===== config.mk =====
export PLATFORM = sky130hd
export DESIGN_NAME = wosr_top
export DESIGN_NICKNAME = d
export VERILOG_FILES = /design/src/inc/wosr_pkg.sv /design/src/hdl/wosr_lv_filter.sv /design/src/hdl/wosr_stop_recovery.sv /design/src/hdl/wosr_top.sv
export SDC_FILE = /design/constraint.sdc
export NUM_CORES = 1
export LEC_CHECK = 0
export ABC_AREA = 1
export ABC_CLOCK_PERIOD_IN_PS = 2090
export BUFFER_PORTS_ARGS = -buffer_cell sky130_fd_sc_hd__buf_2
export CAP_MARGIN = 20
export CORE_MARGIN = 3
export CORE_UTILIZATION = 53
export DETAILED_ROUTE_END_ITERATION = 7
export PLACE_DENSITY = 0.77
export SLEW_MARGIN = 40
export SYNTH_ARGS = -nofsm -noshare
export SYNTH_HDL_FRONTEND = slang
export SYNTH_SLANG_ARGS = --single-unit

===== constraint.sdc =====
create_clock -name clk_i -period 2.09 [get_ports clk_i]
set_input_delay 0.3135 -clock clk_i [delete_from_list [all_inputs] [get_ports clk_i]]
set_output_delay 0.3135 -clock clk_i [all_outputs]
set_load 0.01 [all_outputs]

===== src/inc/wosr_pkg.sv =====
/* wosr_pkg: constants, bit layout and state type for the write-once
   system option register block.
   assumes a single 200 MHz system clock and a crystal rate that is a
   whole divisor of it. */
// What this block does
// - first write after reset sticks; later writes ignored
// - reads before first write return default
// - low-voltage reset after nine low cycles
// - hold low-voltage reset until supply recovers
// - stop-enable bit keeps detector alive in stop
// - detector alive in stop needs power and stop-enable
// - reset-enable bit gates detector reset request
// - power bit powers the low-voltage detector
// - stop recovery is 32 or 4096 crystal cycles
// - watchdog timeout length chosen by option bit
// - stop disabled means stop is illegal opcode
// - watchdog disable bit turns watchdog off
package wosr_pkg;

   // =====================================================
   // clocking
   localparam int CLK_HZ   = 200_000_000;  // system clock
   localparam int XTAL_HZ  = 8_000_000;    // crystal rate, plain default
   localparam int XTAL_DIV = CLK_HZ / XTAL_HZ; // clk cycles per tick

   // =====================================================
   // register map (byte addresses)
   localparam logic [7:0] OPT_ADR  = 8'h00; // option register
   localparam logic [7:0] STAT_ADR = 8'h04; // status register

   // =====================================================
   // option register fields
   localparam int OPT_WDIS   = 0; // watchdog disable
   localparam int OPT_STOPEN = 1; // stop instruction enable
   localparam int OPT_WSHORT = 2; // watchdog short timeout
   localparam int OPT_SREC   = 3; // short recovery select
   localparam int OPT_PWR    = 4; // detector power enable
   localparam int OPT_RSTEN  = 5; // detector reset enable
   localparam int OPT_LVSTOP = 7; // detector stop enable
   localparam logic [7:0] OPT_RESET = 8'h30; // default value
   localparam logic [7:0] OPT_WMASK = 8'hbf; // bit 6 reserved

   // =====================================================
   // status register fields
   localparam int STAT_LOCK = 0; // option register locked
   localparam int STAT_STOP = 1; // in stop mode
   localparam int STAT_RECV = 2; // stop recovery running
   localparam int STAT_LVR  = 3; // low-voltage reset asserted

   // =====================================================
   // cycle counts
   localparam int LV_FILT_CYC     = 9;    // cpu cycles below trip
   localparam int RECOV_SHORT_CYC = 32;   // crystal cycles
   localparam int RECOV_LONG_CYC  = 4096; // crystal cycles
   localparam int WDOG_SHORT_CYC  = 2**13 - 2**4; // crystal cycles
   localparam int WDOG_LONG_CYC   = 2**18 - 2**4; // crystal cycles

   // =====================================================
   // stop sequencing, gray along run -> stop -> recover
   typedef enum logic [1:0] {
      ST_RUN     = 2'b00,
      ST_STOP    = 2'b01,
      ST_RECOVER = 2'b11
   } wosr_stop_t;

endpackage


===== src/hdl/wosr_lv_filter.sv =====
/* wosr_lv_filter: debounce of the low-voltage trip and hold of the
   resulting reset until the supply is back.
   assumes detector trip inputs synchronous to clk_i. */
`timescale 1ns/1ps
module wosr_lv_filter
   import wosr_pkg::*;
(
   input  wire logic clk_i,        // system clock
   input  wire logic rst_i,        // sync reset, high
   input  wire logic enable_i,     // detector powered and active
   input  wire logic below_fall_i, // supply at or below falling trip
   input  wire logic at_rise_i,    // supply reached rising trip
   output logic      request_o     // reset request, held
);
   // =====================================================
   // declarations
   logic [3:0] cnt_reg;  // consecutive low cycles seen
   logic       hold_reg; // request latched

   // =====================================================
   // consecutive-cycle counter and hold
   always_ff @(posedge clk_i) begin
      if (rst_i || !enable_i) begin
         cnt_reg  <= 4'h0;  // dead detector reports nothing
         hold_reg <= 1'b0;
      end else if (hold_reg) begin
         cnt_reg <= 4'h0;
         if (at_rise_i) begin
            hold_reg <= 1'b0;
         end
      end else if (below_fall_i) begin
         // a glitch shorter than the window never resets the part
         if (cnt_reg == 4'(LV_FILT_CYC - 1)) begin
            hold_reg <= 1'b1;
         end else begin
            cnt_reg <= cnt_reg + 4'h1;
         end
      end else begin
         cnt_reg <= 4'h0;  // run broken, start over
      end
   end

   assign request_o = hold_reg;

   // =====================================================
   // checks
   nine_low_a: assert property (@(posedge clk_i) disable iff (rst_i)
      (enable_i && below_fall_i && !hold_reg)[*8] ##1
      (enable_i && below_fall_i && !hold_reg) |=> hold_reg)
      else $error("reset not issued after nine low cycles");
   no_early_a: assert property (@(posedge clk_i) disable iff (rst_i)
      $rose(hold_reg) |-> $past(cnt_reg) == 4'h8)
      else $error("reset issued before nine low cycles");
   hold_until_a: assert property (@(posedge clk_i) disable iff (rst_i)
      hold_reg && enable_i && !at_rise_i |=> hold_reg)
      else $error("reset released before supply recovered");

endmodule // wosr_lv_filter


===== src/hdl/wosr_stop_recovery.sv =====
/* wosr_stop_recovery: counts crystal ticks after a stop wake-up and
   reports when the chosen recovery delay has run out.
   assumes xtal_tick_i is a one-cycle enable at the crystal rate. */
`timescale 1ns/1ps
module wosr_stop_recovery
   import wosr_pkg::*;
(
   input  wire logic clk_i,       // system clock
   input  wire logic rst_i,       // sync reset, high
   input  wire logic xtal_tick_i, // crystal-rate enable
   input  wire logic start_i,     // wake-up seen, pulse
   input  wire logic short_i,     // short recovery selected
   output logic      busy_o,      // delay running
   output logic      done_o       // delay over, pulse
);
   // =====================================================
   // declarations
   logic [11:0] cnt_reg;  // ticks counted
   logic [11:0] last_reg; // terminal count, latched at start
   logic        busy_reg; // counting
   logic        done_reg; // end pulse

   // =====================================================
   // delay counter; length frozen at start
   always_ff @(posedge clk_i) begin
      done_reg <= 1'b0;
      if (rst_i) begin
         cnt_reg  <= 12'h000;
         last_reg <= 12'h000;
         busy_reg <= 1'b0;
      end else if (start_i && !busy_reg) begin
         cnt_reg  <= 12'h000;
         busy_reg <= 1'b1;
         last_reg <= short_i ? 12'(RECOV_SHORT_CYC - 1)
                             : 12'(RECOV_LONG_CYC - 1);
      end else if (busy_reg && xtal_tick_i) begin
         if (cnt_reg == last_reg) begin
            busy_reg <= 1'b0;
            done_reg <= 1'b1;
         end else begin
            cnt_reg <= cnt_reg + 12'h001;
         end
      end
   end

   assign busy_o = busy_reg;
   assign done_o = done_reg;

   // =====================================================
   // checks
   recov_len_a: assert property (@(posedge clk_i) disable iff (rst_i)
      done_reg |-> $past(cnt_reg) == $past(last_reg) && $past(xtal_tick_i))
      else $error("stop recovery ended at wrong count");
   recov_sel_a: assert property (@(posedge clk_i) disable iff (rst_i)
      start_i && !busy_reg |=> last_reg == ($past(short_i) ? 12'h01f : 12'hfff))
      else $error("stop recovery length not as selected");

endmodule // wosr_stop_recovery


===== src/hdl/wosr_top.sv =====
/* wosr_top: write-once system option register with the option logic
   it steers: low-voltage detector gating, stop sequencing with
   recovery delay, watchdog timeout and stop-instruction check.
   assumes a classic wishbone master on the register side, cpu event
   inputs synchronous to clk_i, and that rst_i is pulsed by whatever
   system reset source exists, the low-voltage reset among them. */
// Our own choices: register access over Wishbone and the register addresses.
`timescale 1ns/1ps
module wosr_top
   import wosr_pkg::*;
#(
   parameter int WDOG_SHORT = WDOG_SHORT_CYC, // short watchdog timeout
   parameter int WDOG_LONG  = WDOG_LONG_CYC   // long watchdog timeout
)
(
   input  wire logic        clk_i,                     // 200 MHz clock
   input  wire logic        rst_i,                     // sync reset, high
   // wishbone slave
   input  wire logic        cyc_i,                     // bus cycle
   input  wire logic        stb_i,                     // strobe
   input  wire logic        we_i,                      // write enable
   input  wire logic [7:0]  adr_i,                     // byte address
   input  wire logic [3:0]  sel_i,                     // byte lanes
   input  wire logic [31:0] dat_i,                     // write data
   output logic      [31:0] dat_o,                     // read data
   output logic             ack_o,                     // acknowledge
   // cpu and analog side events
   input  wire logic        stop_instr_i,              // stop executed
   input  wire logic        stop_wake_i,               // wake from stop
   input  wire logic        supply_below_fall_i,       // trip low
   input  wire logic        supply_at_rise_i,          // trip recovered
   input  wire logic        watchdog_service_i,        // watchdog kick
   // static option outputs
   output logic             detector_stop_enable_o,    // option bit
   output logic             detector_reset_enable_o,   // option bit
   output logic             detector_power_enable_o,   // option bit
   output logic             short_recovery_select_o,   // option bit
   output logic             watchdog_short_timeout_o,  // option bit
   output logic             watchdog_disable_o,        // option bit
   output logic             stop_enable_o,             // option bit
   // derived controls and events
   output logic             detector_active_o,         // detector running
   output logic             low_voltage_reset_o,       // reset request
   output logic             watchdog_reset_o,          // timeout pulse
   output logic             stop_mode_o,               // clocks stopped
   output logic             stop_illegal_o             // illegal op pulse
);
   // =====================================================
   // declarations
   logic [7:0]  opt_reg;       // stored options
   logic        locked_reg;    // first write taken
   logic        ack_reg;       // bus answer
   logic [31:0] rdat_reg;      // read data
   logic [7:0]  div_reg;       // crystal divider
   logic        tick_reg;      // crystal-rate enable
   logic [17:0] wd_cnt_reg;    // watchdog count
   logic [17:0] wd_last;       // watchdog terminal count
   logic        wd_rst_reg;    // watchdog timeout pulse
   logic        illegal_reg;   // illegal opcode pulse
   logic        active_reg;    // detector active
   logic        lvr_reg;       // gated low-voltage reset
   wosr_stop_t  state_reg;     // stop sequencer state
   wosr_stop_t  state_next;    // its next value
   logic        bus_req;       // new request this cycle
   logic        opt_wr;        // option write accepted
   logic        lv_request;    // filtered detector request
   logic        lv_enable;     // detector powered and running
   logic        recov_start;   // begin recovery delay
   logic        recov_busy;    // recovery delay running
   logic        recov_done;    // recovery delay over
   logic        active_next;   // detector active, next

   // =====================================================
   // helpers
   // option write data, reserved bit kept zero
   function automatic logic [7:0] opt_merge(input logic [7:0] d);
      return d & OPT_WMASK;
   endfunction

   // read mux shared by bus logic
   function automatic logic [31:0] read_mux(input logic [7:0] a);
      logic [31:0] r;
      r = 32'h0000_0000;
      if (a == OPT_ADR) begin
         r[7:0] = opt_reg;
      end else if (a == STAT_ADR) begin
         r[STAT_LOCK] = locked_reg;
         r[STAT_STOP] = (state_reg == ST_STOP);
         r[STAT_RECV] = recov_busy;
         r[STAT_LVR]  = lvr_reg;
      end
      return r;  // unmapped reads return zero
   endfunction

   // =====================================================
   // wishbone slave: one wait state, ack for one cycle
   assign bus_req = cyc_i && stb_i && !ack_reg;

   always_ff @(posedge clk_i) begin
      if (rst_i) begin
         ack_reg  <= 1'b0;
         rdat_reg <= 32'h0000_0000;
      end else begin
         ack_reg <= bus_req;  // unmapped addresses are acked too
         if (bus_req && !we_i) begin
            rdat_reg <= read_mux(adr_i);
         end
      end
   end

   assign ack_o = ack_reg;
   assign dat_o = rdat_reg;

   // =====================================================
   // write-once option register
   // only lane 0 carries the byte; a write without it is no write
   assign opt_wr = bus_req && we_i && (adr_i == OPT_ADR) && sel_i[0]
                   && !locked_reg;

   always_ff @(posedge clk_i) begin
      if (rst_i) begin
         opt_reg    <= OPT_RESET;
         locked_reg <= 1'b0;       // reset unlocks
      end else if (opt_wr) begin
         opt_reg    <= opt_merge(dat_i[7:0]);
         locked_reg <= 1'b1;
      end
   end

   // static option outputs straight from the flops
   assign detector_stop_enable_o   = opt_reg[OPT_LVSTOP];
   assign detector_reset_enable_o  = opt_reg[OPT_RSTEN];
   assign detector_power_enable_o  = opt_reg[OPT_PWR];
   assign short_recovery_select_o  = opt_reg[OPT_SREC];
   assign watchdog_short_timeout_o = opt_reg[OPT_WSHORT];
   assign watchdog_disable_o       = opt_reg[OPT_WDIS];
   assign stop_enable_o            = opt_reg[OPT_STOPEN];

   // =====================================================
   // crystal-rate enable from the system clock
   always_ff @(posedge clk_i) begin
      if (rst_i) begin
         div_reg  <= 8'h00;
         tick_reg <= 1'b0;
      end else if (div_reg == 8'(XTAL_DIV - 1)) begin
         div_reg  <= 8'h00;
         tick_reg <= 1'b1;
      end else begin
         div_reg  <= div_reg + 8'h01;
         tick_reg <= 1'b0;
      end
   end

   // =====================================================
   // stop sequencer
   always_comb begin
      state_next  = state_reg;
      recov_start = 1'b0;
      case (state_reg)
         ST_RUN: begin
            if (stop_instr_i && opt_reg[OPT_STOPEN]) begin
               state_next = ST_STOP;
            end
         end
         ST_STOP: begin
            if (stop_wake_i) begin
               state_next  = ST_RECOVER;
               recov_start = 1'b1;
            end
         end
         ST_RECOVER: begin
            if (recov_done) begin
               state_next = ST_RUN;
            end
         end
         default: begin
            state_next = ST_RUN;
         end
      endcase
   end

   always_ff @(posedge clk_i) begin
      if (rst_i) begin
         state_reg <= ST_RUN;
      end else begin
         state_reg <= state_next;
      end
   end

   // illegal opcode report when stop is not allowed
   always_ff @(posedge clk_i) begin
      if (rst_i) begin
         illegal_reg <= 1'b0;
      end else begin
         illegal_reg <= (state_reg == ST_RUN) && stop_instr_i
                        && !opt_reg[OPT_STOPEN];
      end
   end

   assign stop_mode_o    = (state_reg != ST_RUN);
   assign stop_illegal_o = illegal_reg;

   wosr_stop_recovery u_recovery (
      .clk_i       (clk_i),
      .rst_i       (rst_i),
      .xtal_tick_i (tick_reg),
      .start_i     (recov_start),
      .short_i     (opt_reg[OPT_SREC]),
      .busy_o      (recov_busy),
      .done_o      (recov_done)
   );

   // =====================================================
   // low-voltage detector gating
   // in stop the detector only stays up if both bits allow it;
   // that costs stop current, which is why it is optional
   assign active_next = opt_reg[OPT_PWR]
                        && (state_reg != ST_STOP
                            || opt_reg[OPT_LVSTOP]);
   assign lv_enable   = active_reg;

   wosr_lv_filter u_lv_filter (
      .clk_i        (clk_i),
      .rst_i        (rst_i),
      .enable_i     (lv_enable),
      .below_fall_i (supply_below_fall_i),
      .at_rise_i    (supply_at_rise_i),
      .request_o    (lv_request)
   );

   always_ff @(posedge clk_i) begin
      if (rst_i) begin
         active_reg <= 1'b0;
         lvr_reg    <= 1'b0;
      end else begin
         active_reg <= active_next;
         lvr_reg    <= lv_request && opt_reg[OPT_RSTEN];
      end
   end

   assign detector_active_o   = active_reg;
   assign low_voltage_reset_o = lvr_reg;

   // =====================================================
   // watchdog timeout counter in crystal cycles
   // counter is frozen in stop; the crystal does not run there
   assign wd_last = opt_reg[OPT_WSHORT] ? 18'(WDOG_SHORT - 1)
                                        : 18'(WDOG_LONG - 1);

   always_ff @(posedge clk_i) begin
      wd_rst_reg <= 1'b0;
      if (rst_i || opt_reg[OPT_WDIS] || watchdog_service_i) begin
         wd_cnt_reg <= 18'h00000;
      end else if (tick_reg && state_reg == ST_RUN) begin
         if (wd_cnt_reg >= wd_last) begin
            wd_cnt_reg <= 18'h00000;
            wd_rst_reg <= 1'b1;
         end else begin
            wd_cnt_reg <= wd_cnt_reg + 18'h00001;
         end
      end
   end

   assign watchdog_reset_o = wd_rst_reg;

   // =====================================================
   // checks
   write_once_a: assert property (
      @(posedge clk_i) disable iff (rst_i)
      locked_reg |=> $stable(opt_reg))
      else $error("option register changed after lock");

   first_write_a: assert property (
      @(posedge clk_i) disable iff (rst_i)
      opt_wr |=> locked_reg && opt_reg == ($past(dat_i[7:0]) & 8'hbf)
                 && watchdog_disable_o == $past(dat_i[0]))
      else $error("first write not stored");

   default_read_a: assert property (
      @(posedge clk_i) disable iff (rst_i)
      bus_req && !we_i && adr_i == 8'h00 && !locked_reg
      |=> ack_o && dat_o == 32'h0000_0030)
      else $error("default not read before first write");

   stop_gate_a: assert property (
      @(posedge clk_i) disable iff (rst_i)
      state_reg == ST_STOP && $stable(state_reg)
      |=> detector_active_o == $past(opt_reg[4] && opt_reg[7]))
      else $error("detector state in stop wrong");

   // a held request needs two more cycles to drain through the filter and lvr_reg
   power_off_a: assert property (
      @(posedge clk_i) disable iff (rst_i)
      !opt_reg[OPT_PWR] |=> !detector_active_o ##2 !low_voltage_reset_o)
      else $error("unpowered detector active");

   reset_gate_a: assert property (
      @(posedge clk_i) disable iff (rst_i)
      !opt_reg[OPT_RSTEN] |=> !low_voltage_reset_o)
      else $error("blocked detector reset passed");

   wd_off_a: assert property (
      @(posedge clk_i) disable iff (rst_i)
      opt_reg[OPT_WDIS] |=> !watchdog_reset_o && wd_cnt_reg == 18'h00000)
      else $error("disabled watchdog running");

   wd_len_a: assert property (
      @(posedge clk_i) disable iff (rst_i)
      wd_rst_reg |-> $past(wd_cnt_reg) == $past(wd_last) && $past(tick_reg))
      else $error("watchdog timeout at wrong count");

   illegal_stop_a: assert property (
      @(posedge clk_i) disable iff (rst_i)
      state_reg == ST_RUN && stop_instr_i && !opt_reg[OPT_STOPEN]
      |=> stop_illegal_o && !stop_mode_o)
      else $error("disabled stop not treated as illegal");

   // =====================================================
   // further checks on lock, bus, stop sequencing and gating
   lock_stays_a: assert property (
      @(posedge clk_i) disable iff (rst_i)
      locked_reg |=> locked_reg)
      else $error("lock dropped without reset");

   ack_pulse_a: assert property (
      @(posedge clk_i) disable iff (rst_i)
      ack_o |=> !ack_o)
      else $error("bus answer longer than one cycle");

   stop_entry_a: assert property (
      @(posedge clk_i) disable iff (rst_i)
      state_reg == ST_RUN && stop_instr_i && opt_reg[OPT_STOPEN]
      |=> stop_mode_o && !stop_illegal_o)
      else $error("enabled stop not entered");

   // wake must start the delay, and the delay must gate the exit
   wake_start_a: assert property (
      @(posedge clk_i) disable iff (rst_i)
      state_reg == ST_STOP && stop_wake_i |=> recov_busy)
      else $error("wake did not start recovery");

   stop_hold_a: assert property (
      @(posedge clk_i) disable iff (rst_i)
      state_reg == ST_RECOVER && !recov_done |=> stop_mode_o)
      else $error("stop left before recovery delay");

   recov_exit_a: assert property (
      @(posedge clk_i) disable iff (rst_i)
      state_reg == ST_RECOVER && recov_done |=> !stop_mode_o)
      else $error("stop not left after recovery delay");

   run_power_a: assert property (
      @(posedge clk_i) disable iff (rst_i)
      state_reg != ST_STOP
      |=> detector_active_o == $past(opt_reg[OPT_PWR]))
      else $error("detector power not following option");

   lvr_pass_a: assert property (
      @(posedge clk_i) disable iff (rst_i)
      lv_request && opt_reg[OPT_RSTEN] |=> low_voltage_reset_o)
      else $error("enabled detector reset not passed");

endmodule // wosr_top


==> results by group, run 1 <==
Clock network
  – Clock buffer count from CTS: 9
  – Num Clock Sinks: 70
  – H-tree Lvls: 3
  – TritonCTS clock tree: done
  – Postcts setup bufs: 0
  – Root Buffer: clkbuf_8
  – Longest Clk Path Bufs: 2
  – Hold_buf cts: 0
  – Worst-Skew Late Latency: 0.34 ns
  – Post-CTS sizing: 0
  – Reg clk slew, reported paths: 0.08 ns

Logic synthesis
  – Post-Syn Area per Cell: 7.22 µm²
  – Most used flip-flop cell after synthesis: dfxtp_1
  – Netlist cell types: 35
  – Top post-synthesis cells by area: dfxtp_1, nand2_1, nor2_1
  – Sequential fraction of the synthesis area: 0.383
  – Mapped Cells: 507
  – Synth top area share: 0.383
  – Asr flop ratio synth: 0
  – Post-Syn Area: 3660 µm²
  – #FFs+latches synth: 70
  – Yosys top cell by area: dfxtp_1
  – Total number of yosys warnings: 0
  – Post-synth EDFFs: 0

Route
  – Antenna Violating Nets Remaining: 0
  – Top sig layer: met4
  – DR WL met2: 3.73 mm
  – TritonRoute pass-1 iters: 5
  – Routed len/inst: 11.6 µm
  – Met1 wire length: 3.33 mm
  – Final wirelength: 7.40 mm
  – Initial DRC Count: 125
  – Metal3 WL: 247 µm
  – Via count: 3230
  – DR vias/cell: 5.05
  – Post-route DRC: 0

Status
  – Status: finished clean

Critical path
  – Reg2Reg Depth: 8
  – CP Capture Type: register
  – Buf/Inv on CP: 0
  – WP data arrival: 2.08 ns
  – R2R Path End: wd_cnt_reg[8]$_SDFFE_PP0P_
  – Worst Path Max Fanout: 16
  – Setup CP Type: reg -> reg
  – Startpoint type of the worst setup path: register
  – Critical path's largest stage delay: 0.52 ns
  – Critical-path cell list: ha_1, a21oi_1, o21ai_0, nor2_1, nand2_1, nand2_1, nand2_2, nor2_1
  – CP max-delay cell: dfxtp_1
  – Worst EP required: 2.36 ns
  – Worst reg-to-reg setup slack: 0.28 ns
  – Worst reg2reg path startpoint: opt_reg[2]$_SDFFE_PP0P_
  – Crit path max-delay family: simple AND/OR/NAND/NOR gates

Final layout
  – P&R area growth vs syn: 11.7%
  – Max reg flops: 18
  – Commonest non-fill, non-tap cell in the layout: nand2_1
  – Fin cells: 639
  – Most frequent cells in the layout: nand2_1, nor2_1, dfxtp_1
  – Antenna cells: 0
  – Layout cells sized above 1: 0.162
  – Nets@finish: 622

Placed design
  – I/O Buffers: 45
  – Placer congestion estimate: 0.886
  – DP Cell Count: 623
  – Dpl ws: 0.280 ns
  – HPWL after DPL: 5.59 mm

GRT
  – Total track usage: 0.199
  – First-pass GRT wire length: 12.5 mm
  – Vias in the first global route: 2984
  – Largest net degree at the start of global routing: 17
  – Total gr overflow: 0
  – Antenna violations before repair: 0

Floorplan
  – Rows: 29
  – Die Ht: 89.1 µm
  – Ports: 99
  – DIE WIDTH: 89.1 µm
  – Die area: 7940 µm²
  – Core Region: 6530 µm²
  – Initial core utilization: 0.560

STA
  – Hold WS: 0.142 ns
  – Final worst path period need: 1.81 ns
  – Worst slew pin tran: 0.507 ns
  – Slew HR: 0.662
  – Period utilisation layout: 0.865
  – Fmax: 0.553 GHz
  – Setup TNS: 0 ns
  – Max-slew violation count: 0
  – Setup slack after layout: 0.283 ns
  – Final Hold Viols: 0
  – Clock Skews: 0.00868 ns
  – Final Setup Violations: 0
  – RSZ-0062 raised after global routing: no

Min path
  – Hold Path Cell Cnt: 2
  – Hold Path End: u_lv_filter.request_o$_SDFF_PP0_
  – Hold_sp: supply_at_rise_i
  – Hold Crit Class: in -> reg

Flow run
  – Maximum capacitance violations: 0

Pwr
  – P per Cell Area: 653 nW/µm²
  – Maximum vdd drop: 0.794 mV
  – Static Leak: 1.76 nW
[report_power, final]
group          switching, mW  internal [mW]
Combinational         0.0762         0.0379
Clock                  0.529          0.675
Sequential           0.00698           1.34
Total                  0.613           2.05
[synthesized netlist by cell type (2+ instances only)]
library cell    n
nand2_1       105
nor2_1         77
dfxtp_1        70
inv_1          51
nand3_1        51
buf_4          27
a21oi_1        15
o21ai_0        13
nand4_1        12
ha_1           11
xor2_1         11
a21oi_2        10
nor3_1          7
nand3b_1        5
a211oi_1        4
nor2_2          4
buf_2           3
clkbuf_1        3
nand2_4         3
nor2_4          3
o211ai_1        3
xnor2_1         3
nand2_2         2
nor3b_1         2
o21ai_2         2
[worst max path at each step]
stage / startpoint / depth (start not counted) / end
floorplan: opt_reg[2]$_SDFFE_PP0P_ / 9 / wd_cnt_reg[12]$_SDFFE_PP0P_
global placement: opt_reg[2]$_SDFFE_PP0P_ / 8 / wd_cnt_reg[16]$_SDFFE_PP0P_
detailed placement: opt_reg[2]$_SDFFE_PP0P_ / 8 / wd_cnt_reg[8]$_SDFFE_PP0P_
CTS: opt_reg[2]$_SDFFE_PP0P_ / 8 / wd_cnt_reg[8]$_SDFFE_PP0P_
global route: opt_reg[2]$_SDFFE_PP0P_ / 8 / wd_cnt_reg[9]$_SDFFE_PP0P_
finish: opt_reg[2]$_SDFFE_PP0P_ / 8 / wd_cnt_reg[8]$_SDFFE_PP0P_
[logic make-up after synthesis]
kind of cell    Yosys count  synth area share
simple gates            272             0.332
buf+inv                  87             0.120
flops                    70             0.383
compound gates           51            0.0896
xor+xnor                 14            0.0335
fa+ha+maj                11            0.0376
other cells               1           0.00103
mux                       1           0.00274
[metrics by stage]
step                      instance area [µm²]  power, mW   util
after floorplan                          3750       1.48      -
after global placement                   3860       1.49  0.592
after detailed placement                 3860       1.49  0.592
after CTS                                4090       2.68  0.625
after global routing                     4090       2.76  0.625
final                                    4090       2.67  0.625
[final cells by class]
cell class	count	area, µm²
Multi-Input combinational cell	374	1910
Sequential cell	70	1400
Tap cell	77	96.3
Fill cell	586	2450
Clock inverter	7	97.6
Timing Repair Buffer	50	263
Inverter	52	195
Clock buffer	9	124
[worst register-to-register path: cells and delay by family (launching register included)]
family / cells / cell delay, ns
compound gates: 2 / 0.25
fa+ha+maj: 1 / 0.31
flops: 1 / 0.52
simple gates: 5 / 0.67
[routing by layer]
layer / vias up / track usage
li1: 1689 / -
met1: 1468 / 0.225
met2: 63 / 0.360
met3: 10 / 0.0590
met4: 0 / 0.0595
met5: - / 0
Power figures use the tool's default switching activity.
==> run 2, diff against run 1 <==
--- a/config.mk
+++ b/config.mk
@@ -12,7 +12,7 @@
 export CORE_MARGIN = 3
 export CORE_UTILIZATION = 53
 export DETAILED_ROUTE_END_ITERATION = 7
-export PLACE_DENSITY = 0.77
+export PLACE_DENSITY = 0.86
 export SLEW_MARGIN = 40
 export SYNTH_ARGS = -nofsm -noshare
 export SYNTH_HDL_FRONTEND = slang
==> run 2 against run 1 <==
Worst hold slack better by 0.0094 ns; clock power down 12%; routed wire length up 3.7%; global-route usage up 0.80 points; flip-flop and latch count unchanged; largest power group unchanged; critical path type unchanged; first-iteration DRC count up 25%; sequential power about the same.
==> results by group, run 2 (same netlist as run 1, synthesis figures left out) <==
Final layout
  – Filler instances: 589 (+0.51%)
  – Nets@finish: 618 (-0.64%)
  – Layout cells sized above 1: 0.156 (-0.00601)
  – Max reg flops: 18 (unchanged)
  – Most frequent cells in the layout: nand2_1, nor2_1, dfxtp_1
  – Commonest non-fill, non-tap cell in the layout: nand2_1
  – P&R area growth vs syn: 10.1%
  – Antenna cells: 0 (unchanged)

Pwr
  – Internal Pwr Total: 1.88 mW (-8.4%)
  – Maximum vdd drop: 0.533 mV (-33%)
  – Part of the power in combinational logic: 0.044 (about the same)
  – Power share of the sequential group: 0.538 (+0.032)
  – Clock network power share: 0.418 (-0.034)
  – P per Cell Area: 622 nW/µm² (-4.7%)
  – Static Leak: 1.73 nW (-1.7%)
  – Sw Share: 0.249 (+0.0196)
  – Psw: 0.625 mW (+2.0%)
  – Total power: 2.51 mW (-6.0%)

Floorplan
  – Initial core utilization: 0.560 (unchanged)
  – Rows: 29 (unchanged)
  – Die Ht: 89.1 µm (unchanged)
  – Die area: 7940 µm² (unchanged)
  – Ports: 99 (unchanged)
  – Core Region: 6530 µm² (unchanged)
  – DIE WIDTH: 89.1 µm (unchanged)

Clock network
  – H-tree Lvls: 3 (unchanged)
  – Clock buffer count from CTS: 9 (unchanged)
  – Hold_buf cts: 0 (unchanged)
  – TritonCTS clock tree: done
  – Num Clock Sinks: 70 (unchanged)
  – Longest Clk Path Bufs: 2 (unchanged)
  – Root Buffer: clkbuf_8
  – Worst-Skew Late Latency: 0.35 ns (about the same)
  – Post-CTS sizing: 0 (unchanged)
  – Reg clk slew, reported paths: 0.08 ns (about the same)
  – Postcts setup bufs: 0 (unchanged)

STA
  – Setup TNS: 0 ns (unchanged)
  – RSZ-0062 raised after global routing: no
  – Slew HR: 0.614 (-0.0478)
  – Max-slew violation count: 0 (unchanged)
  – Final Setup Violations: 0 (unchanged)
  – Final Hold Viols: 0 (unchanged)
  – Fmax: 0.560 GHz (+1.2%)
  – Worst slew pin tran: 0.579 ns (+0.0716 ns)
  – Period utilisation layout: 0.855 (-0.00992)
  – Final worst path period need: 1.79 ns (-0.0207 ns)
  – Setup slack after layout: 0.304 ns (+0.0207 ns)
  – Clock Skews: 0.0132 ns (+0.00448 ns)

Min path
  – Hold Crit Class: in -> reg

GRT
  – Largest net degree at the start of global routing: 18 (+1)
  – First-pass GRT wire length: 12.9 mm (+3.4%)
  – Antenna violations before repair: 0 (unchanged)
  – Total gr overflow: 0 (unchanged)
  – Total track usage: 0.207 (+0.00803)
  – Vias in the first global route: 3013 (+0.97%)

Critical path
  – Critical-path cell list: ha_1, a21oi_1, o21ai_0, nor2_1, nand2_1, nand2_1, nand2_2, nor2_1
  – Critical path's largest stage delay: 0.51 ns (about the same)
  – CP Capture Type: register
  – WP data arrival: 2.06 ns (-0.02 ns)
  – CP max-delay cell: dfxtp_1
  – Startpoint type of the worst setup path: register
  – Worst Path Max Fanout: 16 (unchanged)
  – Buf/Inv on CP: 0 (unchanged)
  – Worst EP required: 2.37 ns (about the same)
  – Setup CP Type: reg -> reg
  – Crit path max-delay family: simple AND/OR/NAND/NOR gates

Route
  – Antenna Violating Nets Remaining: 0 (unchanged)
  – Via count: 3270 (+1.2%)
  – Initial DRC Count: 156 (+25%)
  – Routed len/inst: 12.1 µm (+4.4%)
  – Final wirelength: 7.68 mm (+3.7%)
  – TritonRoute pass-1 iters: 5 (unchanged)
  – Post-route DRC: 0 (unchanged)
  – DR vias/cell: 5.15 (+1.9%)

Placed design
  – Placer congestion estimate: 0.862 (-2.7%)
  – Dpl ws: 0.319 ns (+0.0395 ns)
  – I/O Buffers: 45 (unchanged)
  – HPWL after DPL: 5.64 mm (+1.0%)

Status
  – Status: finished clean

Flow run
  – Maximum capacitance violations: 0 (unchanged)
run 2: changes by cell type in the layout (fill, tap and decap cells not counted), sizes merged:
cell,delta
clkinv,+1
bufinv,-2
clkbuf,+2
buf,-4
clkinvlp,-1
run 2: stage by stage:
step | instances | utilization | area, µm² | hold slack, ns
detailed placement | 619 | 0.587 | 3830 | 0.463
global placement | 619 | 0.587 | 3830 | 0.454
floorplan | 531 | - | 3750 | 0.414
global route | 635 | 0.617 | 4030 | 0.127
CTS | 635 | 0.617 | 4030 | 0.136
finish | 635 | 0.617 | 4030 | 0.152
run 2: final timing paths:
kind / start / end / slack, ns / cells past startpoint
max: opt_reg[2]$_SDFFE_PP0P_ / wd_cnt_reg[10]$_SDFFE_PP0P_ / 0.30 / 8
min: supply_at_rise_i / u_lv_filter.request_o$_SDFF_PP0_ / 0.15 / 2
max reg2reg: opt_reg[2]$_SDFFE_PP0P_ / wd_cnt_reg[10]$_SDFFE_PP0P_ / 0.30 / 8
min reg2reg: u_lv_filter.cnt_reg[3]$_SDFFE_PP0P_ / u_lv_filter.cnt_reg[3]$_SDFFE_PP0P_ / 0.47 / 1
run 2: power by group through the flow:
stage	combinational, mW	clock [mW]	sequential, mW
2_1_floorplan	0.104	0	1.38
3_3_place_gp	0.105	0	1.38
3_5_place_dp	0.109	0	1.38
4_1_cts	0.110	1.07	1.35
5_1_grt	0.127	1.14	1.35
6_report	0.111	1.05	1.35
run 2: worst reg2reg max path, delay by kind of cell (launching register included):
family	cells	cell delay, ns
AO/OA/AOI/OAI	2	0.22
adder cells (fa/ha/maj)	1	0.31
flip-flops	1	0.51
AND/OR/NAND/NOR	5	0.68
run 2: layout make-up:
| type | count | area (µm²) | area share |
|---|---|---|---|
| sequential | 70 | 1400 | 0.348 |
| clock buffer | 11 | 151 | 0.0376 |
| inverter | 52 | 195 | 0.0485 |
| tap | 77 | 96.3 | 0.0239 |
| timing repair buffer | 46 | 233 | 0.0578 |
| clock inverter | 5 | 42.5 | 0.0106 |
| multi-input combinational | 374 | 1910 | 0.474 |
run 2: routing by layer:
layer / vias to the layer above / track usage / share of wire
met2: 66 / 0.366 / 0.51
met4: 0 / 0.0528 / 0.012
met1: 1504 / 0.237 / 0.44
met3: 14 / 0.0728 / 0.043
li1: 1686 / - / -
met5: - / 0 / 0
==> run 3, diff against run 2 <==
--- a/config.mk
+++ b/config.mk
@@ -9,8 +9,10 @@
 export ABC_CLOCK_PERIOD_IN_PS = 2090
 export BUFFER_PORTS_ARGS = -buffer_cell sky130_fd_sc_hd__buf_2
 export CAP_MARGIN = 20
+export CELL_PAD_IN_SITES_DETAIL_PLACEMENT = 1
+export CELL_PAD_IN_SITES_GLOBAL_PLACEMENT = 1
 export CORE_MARGIN = 3
-export CORE_UTILIZATION = 53
+export CORE_UTILIZATION = 37
 export DETAILED_ROUTE_END_ITERATION = 7
 export PLACE_DENSITY = 0.86
 export SLEW_MARGIN = 40
==> run 3 against run 2 <==
Final cell count up 8.7%; worst hold slack worse by 0.014 ns; sequential power about the same; critical path depth unchanged; total power up 13%; flip-flop and latch count unchanged; fmax down 2.5%; setup slack worse by 0.046 ns; global-route usage down 2.8 points; die area up 40%; largest power group unchanged.
==> results by group, run 3 (same netlist as run 1, synthesis figures left out) <==
Placed design
  – HPWL after DPL: 7.10 mm (+26%)
  – Placer congestion estimate: 0.846 (-1.9%)
  – I/O Buffers: 45 (unchanged)

Critical path
  – Worst EP required: 2.37 ns (about the same)
  – Setup CP Type: reg -> reg
  – WP data arrival: 2.11 ns (+0.05 ns)
  – Reg2Reg Depth: 8 (unchanged)
  – Worst Path Max Fanout: 16 (unchanged)
  – Worst reg-to-reg setup slack: 0.26 ns (-0.05 ns)
  – Startpoint type of the worst setup path: register
  – CP Capture Type: register

Status
  – Status: finished clean

STA
  – Max-slew violation count: 0 (unchanged)
  – Final worst path period need: 1.83 ns (+0.0460 ns)
  – Setup TNS: 0 ns (unchanged)
  – Clock Skews: 0.0139 ns (+0.000758 ns)
  – Worst slew pin tran: 0.537 ns (-0.0419 ns)
  – Fmax: 0.546 GHz (-2.5%)
  – Slew HR: 0.642 (+0.0279)
  – Final Hold Viols: 0 (unchanged)
  – Final Setup Violations: 0 (unchanged)
  – RSZ-0062 raised after global routing: no
  – Period utilisation layout: 0.877 (+0.0220)

Floorplan
  – Die area: 11100 µm² (+40%)
  – DIE WIDTH: 105 µm (+18%)
  – Die Ht: 105 µm (+18%)
  – Core Region: 9420 µm² (+44%)
  – Initial core utilization: 0.389 (-0.172)
  – Ports: 99 (unchanged)
  – Rows: 35 (+21%)

GRT
  – Total track usage: 0.179 (-0.0281)
  – Total gr overflow: 0 (unchanged)
  – Largest net degree at the start of global routing: 17 (-1)
  – First-pass GRT wire length: 16.2 mm (+25%)
  – Vias in the first global route: 3540 (+17%)
  – Antenna violations before repair: 0 (unchanged)

Final layout
  – P&R area growth vs syn: 13.9%
  – Filler instances: 1234 (+110%)
  – Most frequent cells in the layout: nand2_1, nor2_1, dfxtp_1
  – Nets@finish: 621 (+0.49%)
  – Layout cells sized above 1: 0.160 (+0.00451)
  – Antenna cells: 0 (unchanged)
  – Commonest non-fill, non-tap cell in the layout: nand2_1
  – Max reg flops: 18 (unchanged)

Clock network
  – Clock buffer count from CTS: 9 (unchanged)
  – H-tree Lvls: 3 (unchanged)
  – Reg clk slew, reported paths: 0.09 ns (about the same)
  – TritonCTS clock tree: done
  – Hold_buf cts: 0 (unchanged)
  – Postcts setup bufs: 0 (unchanged)
  – Post-CTS sizing: 0 (unchanged)
  – Worst-Skew Late Latency: 0.36 ns (about the same)
  – Longest Clk Path Bufs: 2 (unchanged)
  – Num Clock Sinks: 70 (unchanged)
  – Root Buffer: clkbuf_8

Pwr
  – Internal Pwr Total: 2.18 mW (+16%)
  – Maximum vdd drop: 0.284 mV (-47%)
  – Sw Share: 0.229 (-0.0202)
  – Power share of the sequential group: 0.478 (-0.060)
  – Part of the power in combinational logic: 0.042 (-0.002)
  – Psw: 0.647 mW (+3.5%)
  – Total power: 2.82 mW (+13%)
  – P per Cell Area: 677 nW/µm² (+8.8%)
  – Static Leak: 1.76 nW (+2.0%)
  – Clock network power share: 0.480 (+0.062)

Route
  – Post-route DRC: 0 (unchanged)
  – TritonRoute pass-1 iters: 4 (-1)
  – Via count: 3429 (+4.9%)
  – Initial DRC Count: 84 (-46%)
  – Routed len/inst: 13.7 µm (+13%)
  – DR vias/cell: 4.97 (-3.5%)
  – Final wirelength: 9.46 mm (+23%)
  – Antenna Violating Nets Remaining: 0 (unchanged)

Min path
  – Hold Path Cell Cnt: 2 (unchanged)
  – Hold Crit Class: in -> reg

Flow run
  – Maximum capacitance violations: 0 (unchanged)
## run 3: cell count changes in the layout (fill, tap and decap cells not counted)
cell | before | now
clkinv_4 | 3 | 2
clkinvlp_4 | 1 | 2
bufinv_16 | 0 | 3
inv_6 | 1 | 0
buf_4 | 1 | 4
clkbuf_8 | 11 | 9
## run 3: critical path: stages (launching register included)
cell	delay, ns
dfxtp_1	0.50
ha_1	0.30
a21oi_1	0.14
o21ai_0	0.09
nor2_1	0.10
nand2_1	0.06
nand2_1	0.16
nand2_2	0.23
nor2_1	0.17
## run 3: final timing paths
| check | startpoint | to |
|---|---|---|
| worst max-delay path | opt_reg[2]$_SDFFE_PP0P_ | wd_cnt_reg[2]$_SDFFE_PP0P_ |
| worst min-delay path | supply_at_rise_i | u_lv_filter.request_o$_SDFF_PP0_ |
| worst max register to register | opt_reg[2]$_SDFFE_PP0P_ | wd_cnt_reg[2]$_SDFFE_PP0P_ |
| worst min register to register | opt_reg[3]$_SDFFE_PP0P_ | u_recovery.last_reg[10]$_SDFFE_PP0P_ |
## run 3: area by class of cell
cell class	count	area [µm²]	area share
Inverter	52	195	0.0468
Timing Repair Buffer	49	255	0.0612
Multi-Input combinational cell	374	1910	0.458
Tap cell	129	161	0.0387
Clock buffer	9	124	0.0297
Clock inverter	7	123	0.0294
Sequential cell	70	1400	0.336
## run 3: power groups by stage
stage / registers (mW) / logic (mW) / clock network (mW)
2_1_floorplan: 1.38 / 0.104 / 0
3_3_place_gp: 1.38 / 0.113 / 0
3_5_place_dp: 1.38 / 0.117 / 0
4_1_cts: 1.35 / 0.120 / 1.39
5_1_grt: 1.35 / 0.134 / 1.45
6_report: 1.35 / 0.120 / 1.35
## run 3: through the flow
step / hold WS [ns] / instance area (µm²) / std cells / utilization / worst slack (ns)
5_1_grt: 0.130 / 4170 / 690 / 0.443 / 0.0444
2_1_floorplan: 0.414 / 3750 / 531 / - / 0.486
3_3_place_gp: 0.455 / 3920 / 674 / 0.416 / 0.323
4_1_cts: 0.116 / 4170 / 690 / 0.443 / 0.222
3_5_place_dp: 0.471 / 3920 / 674 / 0.416 / 0.235
6_report: 0.138 / 4170 / 690 / 0.443 / 0.258
## run 3: layer usage
metal,wire [µm],up-vias,GRT usage
met5,0,-,0
met4,130,0,0.0544
met3,322,14,0.0484
met2,5080,44,0.329
met1,3930,1686,0.199
li1,-,1685,-
